### src/core/bbc_pkg.sv
// Constants, types and structs shared by the branch, bit and control decoder.
// Function
// - Short branch taken only on carry/no-carry/zero/nonzero; one byte, two cycles, flags kept.
// - Short branch displacement is 5-bit signed, reach -15 to +16.
// - Branch-if-bit-clear: three bytes, five cycles, branches when selected bit is zero.
// - Branch-if-bit-high: three bytes, five cycles, branches when selected bit is one.
// - Both bit tests copy the tested bit into carry; zero flag kept.
// - Bit test displacement is third byte, 8-bit signed, reach -126 to +129.
// - Bit set, clear and test reach any bit of any data byte.
// - Bit set forces selected bit to one; two bytes, four cycles, flags kept.
// - Bit clear forces selected bit to zero; two bytes, four cycles, flags kept.
// - No-op, return, interrupt return, halt and idle: one byte, two cycles each.
// - Only interrupt return changes zero and carry among control instructions.
// - With watchdog option selected, halt executes as idle instead.
// - Jump and call carry 12-bit absolute target; two bytes, four cycles, flags kept.
// - Bit test opcode holds bit number and polarity; byte two address, three displacement.
// - Bit set and clear opcode holds bit number; byte two is data address.
package bbc_pkg;

  // ----------------------------------------------------------------------
  // Widths and reset values
  // ----------------------------------------------------------------------
  localparam int         PC_W        = 12;
  localparam int         DATA_W      = 8;
  localparam int         DADDR_W     = 8;
  localparam logic [2:0] STACK_DEPTH = 3'd6;
  localparam logic [11:0] PC_RESET   = 12'h000;

  // ----------------------------------------------------------------------
  // Cycle counts and instruction lengths
  // ----------------------------------------------------------------------
  localparam logic [2:0]  CYC_SHORT = 3'd2;
  localparam logic [2:0]  CYC_BTEST = 3'd5;
  localparam logic [2:0]  CYC_BITOP = 3'd4;
  localparam logic [2:0]  CYC_JUMP  = 3'd4;
  localparam logic [2:0]  CYC_CTRL  = 3'd2;
  localparam logic [11:0] LEN_ONE   = 12'd1;
  localparam logic [11:0] LEN_TWO   = 12'd2;
  localparam logic [11:0] LEN_THREE = 12'd3;
  localparam logic [11:0] BT_BASE   = 12'd2;

  // ----------------------------------------------------------------------
  // Opcode fields
  // ----------------------------------------------------------------------
  localparam logic [3:0] LO_CALL  = 4'h1;
  localparam logic [3:0] LO_JUMP  = 4'h9;
  localparam logic [3:0] LO_BTEST = 4'h3;
  localparam logic [3:0] LO_BITOP = 4'hB;
  localparam logic [1:0] COND_NZ  = 2'b00;
  localparam logic [1:0] COND_NC  = 2'b01;
  localparam logic [1:0] COND_Z   = 2'b10;
  localparam logic [1:0] COND_C   = 2'b11;
  localparam logic [7:0] OP_NOP   = 8'h05;
  localparam logic [7:0] OP_RET   = 8'h25;
  localparam logic [7:0] OP_INTERRUPT_RETURN  = 8'h45;
  localparam logic [7:0] OP_HALT  = 8'h65;
  localparam logic [7:0] OP_IDLE  = 8'h85;

  // ----------------------------------------------------------------------
  // Types
  // ----------------------------------------------------------------------
  typedef enum logic [2:0] {
    ST_FETCH = 3'b001,
    ST_EXEC  = 3'b010,
    ST_SLEEP = 3'b100
  } bbc_state_e;

  typedef struct packed {
    logic        rd;
    logic [11:0] addr;
  } bbc_preq_s;

  typedef struct packed {
    logic       rd;
    logic       wr;
    logic [7:0] addr;
    logic [7:0] wdata;
  } bbc_dreq_s;

endpackage

### src/core/bbc_bitop.sv
// Selects one bit of a data byte and builds the byte with that bit forced.
module bbc_bitop (
  // Operand
  input  wire logic [7:0] byte_in,
  input  wire logic [2:0] bit_num,
  input  wire logic       set_val,
  // Results
  output      logic       bit_out,
  output      logic [7:0] byte_out
);

  assign bit_out = byte_in[bit_num];

  for (genvar i = 0; i < 8; i++) begin : g_bit
    assign byte_out[i] = (bit_num == 3'(i)) ? set_val : byte_in[i];
  end

endmodule

### src/core/bbc_core.sv
// Sequencer for branch, bit manipulation, control and jump instructions.
module bbc_core (
  // Clock and reset
  input  wire logic                core_clk,
  input  wire logic                rstn,
  // Program memory
  output      bbc_pkg::bbc_preq_s  prog_req,
  input  wire logic [7:0]          prog_data,
  // Data space memory
  output      bbc_pkg::bbc_dreq_s  data_req,
  input  wire logic [7:0]          data_rdata,
  // Option and wake pins
  input  wire logic                wdog_option,
  input  wire logic                wake,
  // Status
  output      logic [11:0]         instr_addr,
  output      logic                flag_z,
  output      logic                flag_c,
  output      logic                halted,
  output      logic                idle,
  output      logic                unsupported
);

  // ----------------------------------------------------------------------
  // Pin synchronisers
  // ----------------------------------------------------------------------
  logic [1:0] wd_sync;
  logic [1:0] wk_sync;
  logic       wk_prev;

  always_ff @(posedge core_clk or negedge rstn) begin
    if (!rstn) begin
      wd_sync <= 2'b00;
      wk_sync <= 2'b00;
      wk_prev <= 1'b0;
    end else begin
      wd_sync <= {wd_sync[0], wdog_option};
      wk_sync <= {wk_sync[0], wake};
      wk_prev <= wk_sync[1];
    end
  end

  wire wd_on     = wd_sync[1];
  wire wake_rise = wk_sync[1] & ~wk_prev;

  // ----------------------------------------------------------------------
  // State and decode
  // ----------------------------------------------------------------------
  bbc_pkg::bbc_state_e state;
  logic [2:0]  cnt;
  logic [11:0] pc;
  logic [7:0]  op_q;
  logic [7:0]  ab_q;
  logic [7:0]  disp_q;
  logic        bit_q;
  logic [2:0]  sp;
  logic [13:0] stack [0:5];

  wire        in_fetch = (state == bbc_pkg::ST_FETCH);
  wire        in_exec  = (state == bbc_pkg::ST_EXEC);
  // The opcode is decoded straight from memory in its fetch cycle, then from the latch.
  wire [7:0]  dop      = in_fetch ? prog_data : op_q;
  wire        is_short = ~dop[0];
  wire        is_btest = (dop[3:0] == bbc_pkg::LO_BTEST);
  wire        is_bitop = (dop[3:0] == bbc_pkg::LO_BITOP);
  wire        is_call  = (dop[3:0] == bbc_pkg::LO_CALL);
  wire        is_jump  = (dop[3:0] == bbc_pkg::LO_JUMP);
  wire        is_nop   = (dop == bbc_pkg::OP_NOP);
  wire        is_ret   = (dop == bbc_pkg::OP_RET);
  wire        is_interrupt_return  = (dop == bbc_pkg::OP_INTERRUPT_RETURN);
  wire        is_halt  = (dop == bbc_pkg::OP_HALT);
  wire        is_idle  = (dop == bbc_pkg::OP_IDLE);
  wire        is_ctrl  = is_nop | is_ret | is_interrupt_return | is_halt | is_idle;
  wire        is_long  = is_call | is_jump;
  wire        is_multi = is_btest | is_bitop | is_long;
  wire        is_unk   = ~(is_short | is_multi | is_ctrl);
  wire        go_sleep = is_halt | is_idle;

  wire [2:0]  cyc_total = is_short ? bbc_pkg::CYC_SHORT :
                          is_btest ? bbc_pkg::CYC_BTEST :
                          is_bitop ? bbc_pkg::CYC_BITOP :
                          is_long  ? bbc_pkg::CYC_JUMP  :
                                     bbc_pkg::CYC_CTRL;
  wire        last      = in_exec && (cnt == cyc_total - 3'd1);

  // Short branch condition and displacement.
  wire [1:0]  cond_sel  = dop[2:1];
  wire        cond_true = ((cond_sel == bbc_pkg::COND_NZ) & ~flag_z) |
                          ((cond_sel == bbc_pkg::COND_NC) & ~flag_c) |
                          ((cond_sel == bbc_pkg::COND_Z)  &  flag_z) |
                          ((cond_sel == bbc_pkg::COND_C)  &  flag_c);
  wire [11:0] short_ext = {{7{dop[7]}}, dop[7:3]};
  wire [11:0] short_tgt = pc + bbc_pkg::LEN_ONE + short_ext;

  // Bit number sits reversed in the top three opcode bits; bit 4 is the polarity.
  wire [2:0]  bit_num   = {dop[5], dop[6], dop[7]};
  wire        polarity  = dop[4];
  wire        sel_bit;
  wire [7:0]  mod_byte;

  bbc_bitop u_bitop (
    .byte_in  (data_rdata),
    .bit_num  (bit_num),
    .set_val  (polarity),
    .bit_out  (sel_bit),
    .byte_out (mod_byte)
  );

  wire        bt_hit    = (bit_q == polarity);
  wire [11:0] bt_ext    = {{4{disp_q[7]}}, disp_q};
  wire [11:0] bt_tgt    = pc + bbc_pkg::BT_BASE + bt_ext;
  wire [11:0] jump_tgt  = {dop[7:4], ab_q};

  // Return stack; the flags are saved beside the address for the interrupt return.
  wire [2:0]  sp_dec    = (sp == 3'd0) ? bbc_pkg::STACK_DEPTH - 3'd1 : sp - 3'd1;
  wire [2:0]  sp_inc    = (sp == bbc_pkg::STACK_DEPTH - 3'd1) ? 3'd0 : sp + 3'd1;
  wire [13:0] top       = stack[sp_dec];

  wire [11:0] next_pc =
    is_short ? (cond_true ? short_tgt : pc + bbc_pkg::LEN_ONE) :
    is_btest ? (bt_hit ? bt_tgt : pc + bbc_pkg::LEN_THREE) :
    is_bitop ? pc + bbc_pkg::LEN_TWO :
    is_long  ? jump_tgt :
    (is_ret | is_interrupt_return) ? top[11:0] :
                         pc + bbc_pkg::LEN_ONE;

  // ----------------------------------------------------------------------
  // Sequencer
  // ----------------------------------------------------------------------
  always_ff @(posedge core_clk or negedge rstn) begin
    if (!rstn) begin
      state <= bbc_pkg::ST_FETCH;
      cnt   <= 3'd0;
    end else begin
      case (state)
        bbc_pkg::ST_FETCH: begin
          state <= bbc_pkg::ST_EXEC;
          cnt   <= 3'd1;
        end
        bbc_pkg::ST_EXEC: begin
          cnt <= cnt + 3'd1;
          if (last) begin
            state <= go_sleep ? bbc_pkg::ST_SLEEP : bbc_pkg::ST_FETCH;
          end
        end
        bbc_pkg::ST_SLEEP: begin
          if (wake_rise) begin
            state <= bbc_pkg::ST_FETCH;
          end
        end
        default: begin
          state <= bbc_pkg::ST_FETCH;
        end
      endcase
    end
  end

  // ----------------------------------------------------------------------
  // Program counter and program memory port
  // ----------------------------------------------------------------------
  always_ff @(posedge core_clk or negedge rstn) begin
    if (!rstn) begin
      pc            <= bbc_pkg::PC_RESET;
      prog_req.rd   <= 1'b1;
      prog_req.addr <= bbc_pkg::PC_RESET;
    end else begin
      prog_req.rd <= 1'b0;
      if (in_fetch && is_multi) begin
        prog_req.rd   <= 1'b1;
        prog_req.addr <= pc + bbc_pkg::LEN_ONE;
      end
      if (in_exec && cnt == 3'd2 && is_btest) begin
        prog_req.rd   <= 1'b1;
        prog_req.addr <= pc + bbc_pkg::LEN_TWO;
      end
      if (last) begin
        pc            <= next_pc;
        prog_req.rd   <= ~go_sleep;
        prog_req.addr <= next_pc;
      end
      if (state == bbc_pkg::ST_SLEEP && wake_rise) begin
        prog_req.rd <= 1'b1;
      end
    end
  end

  // ----------------------------------------------------------------------
  // Operand latches and data space port
  // ----------------------------------------------------------------------
  always_ff @(posedge core_clk or negedge rstn) begin
    if (!rstn) begin
      op_q     <= 8'h00;
      ab_q     <= 8'h00;
      disp_q   <= 8'h00;
      bit_q    <= 1'b0;
      data_req <= '0;
    end else begin
      data_req.rd <= 1'b0;
      data_req.wr <= 1'b0;
      if (in_fetch) begin
        op_q <= prog_data;
      end
      if (in_exec && cnt == 3'd1) begin
        ab_q <= prog_data;
        if (is_btest | is_bitop) begin
          data_req.rd   <= 1'b1;
          data_req.addr <= prog_data;
        end
      end
      if (in_exec && cnt == 3'd2) begin
        bit_q <= sel_bit;
        if (is_bitop) begin
          data_req.wr    <= 1'b1;
          data_req.wdata <= mod_byte;
        end
      end
      if (in_exec && cnt == 3'd3 && is_btest) begin
        disp_q <= prog_data;
      end
    end
  end

  // ----------------------------------------------------------------------
  // Flags and status
  // ----------------------------------------------------------------------
  always_ff @(posedge core_clk or negedge rstn) begin
    if (!rstn) begin
      flag_z      <= 1'b0;
      flag_c      <= 1'b0;
      halted      <= 1'b0;
      idle        <= 1'b0;
      unsupported <= 1'b0;
      instr_addr  <= bbc_pkg::PC_RESET;
    end else begin
      instr_addr  <= pc;
      unsupported <= last & is_unk;
      if (last && is_btest) begin
        flag_c <= bit_q;
      end
      if (last && is_interrupt_return) begin
        flag_z <= top[13];
        flag_c <= top[12];
      end
      if (last && go_sleep) begin
        halted <= is_halt & ~wd_on;
        idle   <= is_idle | (is_halt & wd_on);
      end
      if (state == bbc_pkg::ST_SLEEP && wake_rise) begin
        halted <= 1'b0;
        idle   <= 1'b0;
      end
    end
  end

  // ----------------------------------------------------------------------
  // Return stack
  // ----------------------------------------------------------------------
  always_ff @(posedge core_clk) begin
    if (in_exec && cnt == 3'd2 && is_call) begin
      stack[sp] <= {flag_z, flag_c, pc + bbc_pkg::LEN_TWO};
    end
  end

  // A full stack wraps and overwrites the oldest entry rather than stalling.
  always_ff @(posedge core_clk or negedge rstn) begin
    if (!rstn) begin
      sp <= 3'd0;
    end else if (in_exec && cnt == 3'd2 && is_call) begin
      sp <= sp_inc;
    end else if (last && (is_ret | is_interrupt_return)) begin
      sp <= sp_dec;
    end
  end
endmodule

### config.mk
export PLATFORM = sky130hd
export DESIGN_NAME = bbc_core
export DESIGN_NICKNAME = d
export VERILOG_FILES = /design/src/core/bbc_pkg.sv /design/src/core/bbc_bitop.sv /design/src/core/bbc_core.sv
export SDC_FILE = /design/constraint.sdc
export NUM_CORES = 1
export LEC_CHECK = 0
export BUFFER_PORTS_ARGS = -buffer_cell sky130_fd_sc_hd__buf_2
export CAP_MARGIN = 20
export CORE_MARGIN = 4
export CORE_UTILIZATION = 65
export CTS_BUF_LIST = sky130_fd_sc_hd__clkbuf_8
export CTS_CLUSTER_DIAMETER = 200
export DETAILED_ROUTE_END_ITERATION = 6
export GPL_TIMING_DRIVEN = 0
export PLACE_DENSITY = 0.84
export SYNTH_ARGS = -nofsm -noshare
export SYNTH_HDL_FRONTEND = slang
export SYNTH_SLANG_ARGS = --single-unit
### constraint.sdc
create_clock -name core_clk -period 6 [get_ports core_clk]
set_clock_uncertainty 0.05 [all_clocks]
set_input_delay 0.3 -clock core_clk [delete_from_list [all_inputs] [get_ports core_clk]]
set_output_delay 0.3 -clock core_clk [all_outputs]
set_load 0.005 [all_outputs]
==> flow_metrics.py <==
metrics = {
    "run_status": {
        "status": "finished, final reports clean",
    },
    "clocking": {
        "clock_path_buffers": 2,
        "cts_setup_buffers": 0,
        "cts_root_buf": "clkbuf_8",
        "path_clk_slew_ps": 90,
        "cts_resized": 0,
        "cts_tree": "yes",
        "cts_buffers": 17,
        "htreeDepth": 4,
        "cts_sinks": 183,
        "clock_latency_ps": 470,
    },
    "cells_and_area": {
        "n_antenna_cell": 0,
        "drive_gt1_share_pct": 19.0,
        "fin_nets": 1099,
        "seqCellArea_um2": 5000,
        "final_cell_mix": "nand2_1, dfrtp_1, edfxtp_1",
        "multi_input_area_um2": 4930,
        "fin_area_um2": 11400,
        "syn_to_final_growth_pct": 11.2,
        "final_common_cell": "nand2_1",
        "fillers": 1091,
    },
    "synthesis": {
        "synth_simple_gate_area_share_pct": 12.7,
        "synth-seq-cells": 183,
        "synth-seq-area-share_pct": 48.6,
        "synthAdderAreaFrac_pct": 4.40,
        "synth-xor-area-share_pct": 4.01,
        "synth-compound-area-share_pct": 15.7,
        "postSynthCellCount": 944,
        "synthesis.nets": 999,
        "synth_flop_cell": "dfrtp_1",
        "ys_async_sr_fraction_pct": 54.1,
        "muxShareOfSynthArea_pct": 10.9,
        "synth_area_per_cell_um2": 10.9,
        "ys_warn_count": 0,
        "synth_edf_count": 84,
        "synth_top_family_by_area": "compound AO/OA/AOI/OAI gates",
        "syn-cell-area_um2": 10300,
        "ys_types": 81,
    },
    "floorplan": {
        "rows": 45,
        "fp.dieArea_um2": 17900,
        "core-area_um2": 15400,
        "die_w_um": 134,
        "dieHeight_um": 134,
        "initial_utilization_pct": 66.9,
        "pin_count": 68,
    },
    "setup_path": {
        "crit_type": "reg -> reg",
        "reg2reg_slack_ps": 970,
        "crit_fanout": 17,
        "r2r-end": "pc[8]$_DFFE_PN0P_",
        "r2r_start": "state[0]$_DFFE_PN1P_",
        "crit_path_end_kind": "flip-flop",
        "worstPathRequired_ps": 6330,
        "r2r_cells": 13,
        "crit_arrival_ps": 5350,
        "cp-start-kind": "flip-flop",
    },
    "sta": {
        "drv_slew": 0,
        "setup_viol_count_final": 0,
        "hold_viol_final": 0,
        "tightest_slew_ps": 1000,
        "fmax_ghz": 0.199,
        "slew_headroom_pct": 32.8,
        "post-route-min-period_ps": 5030,
        "timing.final.crit_share_pct": 83.8,
        "setup_tns_ps": 0,
        "rsz0062_at_grt": "no",
    },
    "worst_hold_path": {
        "worstHoldPathCells": 3,
        "hold_start": "prog_data[7]",
        "min_to": "data_req[15]$_DFFE_PN0P_",
        "hp-class": "in -> reg",
    },
    "grt": {
        "grt_start_max_net_pins": 73,
        "grt.total_usage_pct": 32.3,
        "grt.overflow.total": 0,
        "grt_pass1_vias": 8021,
        "antenna_found_initial": 0,
        "grt_pass1_wl_mm": 44.0,
    },
    "placed_design": {
        "port_buffers": 66,
        "dpl_cell_area_um2": 11000,
        "dp_hpwl_mm": 21.1,
        "gp_congestion": 1.01,
    },
    "power_and_ir_drop": {
        "p_per_area_nw_per_um2": 551,
        "peakVddDrop_v": 0.000509,
        "p_leak_nw": 4.74,
    },
    "run": {
        "drv_cap": 0,
    },
    "route": {
        "drtPass1Iterations": 5,
        "via_per_inst": 6.61,
        "vias": 8386,
        "routed_wl_mm": 28.7,
        "drt_iter0_drc": 939,
        "post_drt_wl_per_cell_um": 22.6,
        "ant_nets": 0,
        "drc": 0,
    },
}
==> cell usage after synthesis, drive strengths merged, types with 6 or more instances <==
| cell type | instances | area share, % |
|---|---|---|
| nand2 | 104 | 3.8 |
| dfrtp | 97 | 24 |
| edfxtp | 84 | 25 |
| nor2 | 57 | 2.2 |
| mux2i | 49 | 5.1 |
| o21ai | 46 | 2.2 |
| mux2 | 43 | 4.7 |
| a21oi | 40 | 1.9 |
| ha | 33 | 4.0 |
| inv | 31 | 1.1 |
| clkbuf | 30 | 1.1 |
| xnor2 | 27 | 2.5 |
| nand3 | 22 | 1.1 |
| nor3 | 22 | 1.1 |
| buf | 20 | 1.3 |
| xor2 | 18 | 1.5 |
| a211oi | 16 | 1.2 |
| a21o | 12 | 0.88 |
| nand4 | 11 | 0.67 |
| nand2b | 10 | 0.61 |
| o211ai | 10 | 0.73 |
| o31ai | 10 | 0.86 |
| a221oi | 8 | 0.80 |
| and3 | 8 | 0.49 |
| nor4 | 8 | 0.49 |
| o21a | 8 | 0.58 |
| o311ai | 8 | 0.68 |
| a211o | 7 | 0.60 |
| a31oi | 7 | 0.43 |
| a221o | 6 | 0.58 |
| and2 | 6 | 0.36 |
| nor2b | 6 | 0.36 |
==> critical path, stage by stage, from the launching register on <==
cell and delay (ps):
dfstp_2 540, or3b_1 360, buf_6 170, mux2i_4 260, inv_1 140, clkbuf_1 730
ha_1 420, a21oi_1 220, o21ai_0 210, a2111oi_0 590, nor4_1 120, o31ai_1 700
a21oi_1 160, a21oi_1 250
==> flip-flops by register name, summed over array words and instances, names as in the netlist <==
| signal | count |
|---|---|
| stack | 84 |
| cnt | 3 |
| ab_q | 8 |
| prog_req | 13 |
| flag_z | 1 |
| state | 3 |
| sp | 3 |
| halted | 1 |
| wk_sync | 2 |
| pc | 12 |
| unsupported | 1 |
| wk_prev | 1 |
| disp_q | 8 |
| idle | 1 |
| op_q | 8 |
| flag_c | 1 |
| bit_q | 1 |
| instr_addr | 12 |
| data_req | 18 |
| wd_sync | 2 |
==> per-stage QoR <==
step / utilization, % / std cells / worst slack [ps] / total power [mW] / hold slack [ps]
floorplan: - / 944 / 2130 / 4.33 / -45.6
global placement: 70.8 / 1221 / 659 / 5.28 / 283
detailed placement: 71.6 / 1232 / 1170 / 5.36 / 200
CTS: 74.3 / 1267 / 1130 / 6.19 / 41.4
global route: 74.4 / 1268 / 763 / 6.64 / 38.4
finish: 74.4 / 1268 / 971 / 6.30 / 57.4
==> cell type report <==
cell class | instances | area share [%]
sequential | 183 | 43.7
multi-input combinational | 678 | 43.2
inverter | 33 | 1.08
clock inverter | 15 | 1.36
timing repair buffer | 81 | 4.11
tap | 211 | 2.31
clock buffer | 17 | 2.05
buffer | 50 | 2.19
==> repair_timing <==
item / in CTS / in global routing
hold endpoints to repair: 29 / 0
hold buffers: 3 / 0
endpoints found under the setup margin: 0 / 0
==> worst max path at each step <==
| stage | start | end | slack [ps] |
|---|---|---|---|
| after CTS | state[0]$_DFFE_PN1P_ | pc[8]$_DFFE_PN0P_ | 1130 |
| after detailed placement | state[0]$_DFFE_PN1P_ | pc[8]$_DFFE_PN0P_ | 1170 |
| after global placement | state[0]$_DFFE_PN1P_ | stack[3][10]$_DFFE_PP_ | 660 |
| final | state[0]$_DFFE_PN1P_ | pc[8]$_DFFE_PN0P_ | 970 |
| after global routing | state[0]$_DFFE_PN1P_ | pc[8]$_DFFE_PN0P_ | 760 |
| after floorplan | state[0]$_DFFE_PN1P_ | stack[0][0]$_DFFE_PP_ | 2130 |
==> layer usage <==
layer / track usage (%) / wire length (µm)
met3: 7.16 / 2860
met5: 0 / 0
met2: 49.4 / 13200
met4: 13.7 / 1100
met1: 44.9 / 11600
==> cell families (layout without fill, tap and decap cells) <==
logic type	Yosys count	count (layout)
fa+ha+maj	35	35
flops	183	183
buf+inv	83	196
mux	97	97
xor+xnor	45	45
simple gates	275	275
compound gates	226	226
==> power by group <==
group / switching [mW] / internal, mW / total, mW
combinational: 2.26 / 1.35 / 3.61
sequential: 0.211 / 1.65 / 1.86
clock: 0.455 / 0.372 / 0.826
total: 2.92 / 3.38 / 6.30
Note: power is estimated with default switching activity, not from simulation.
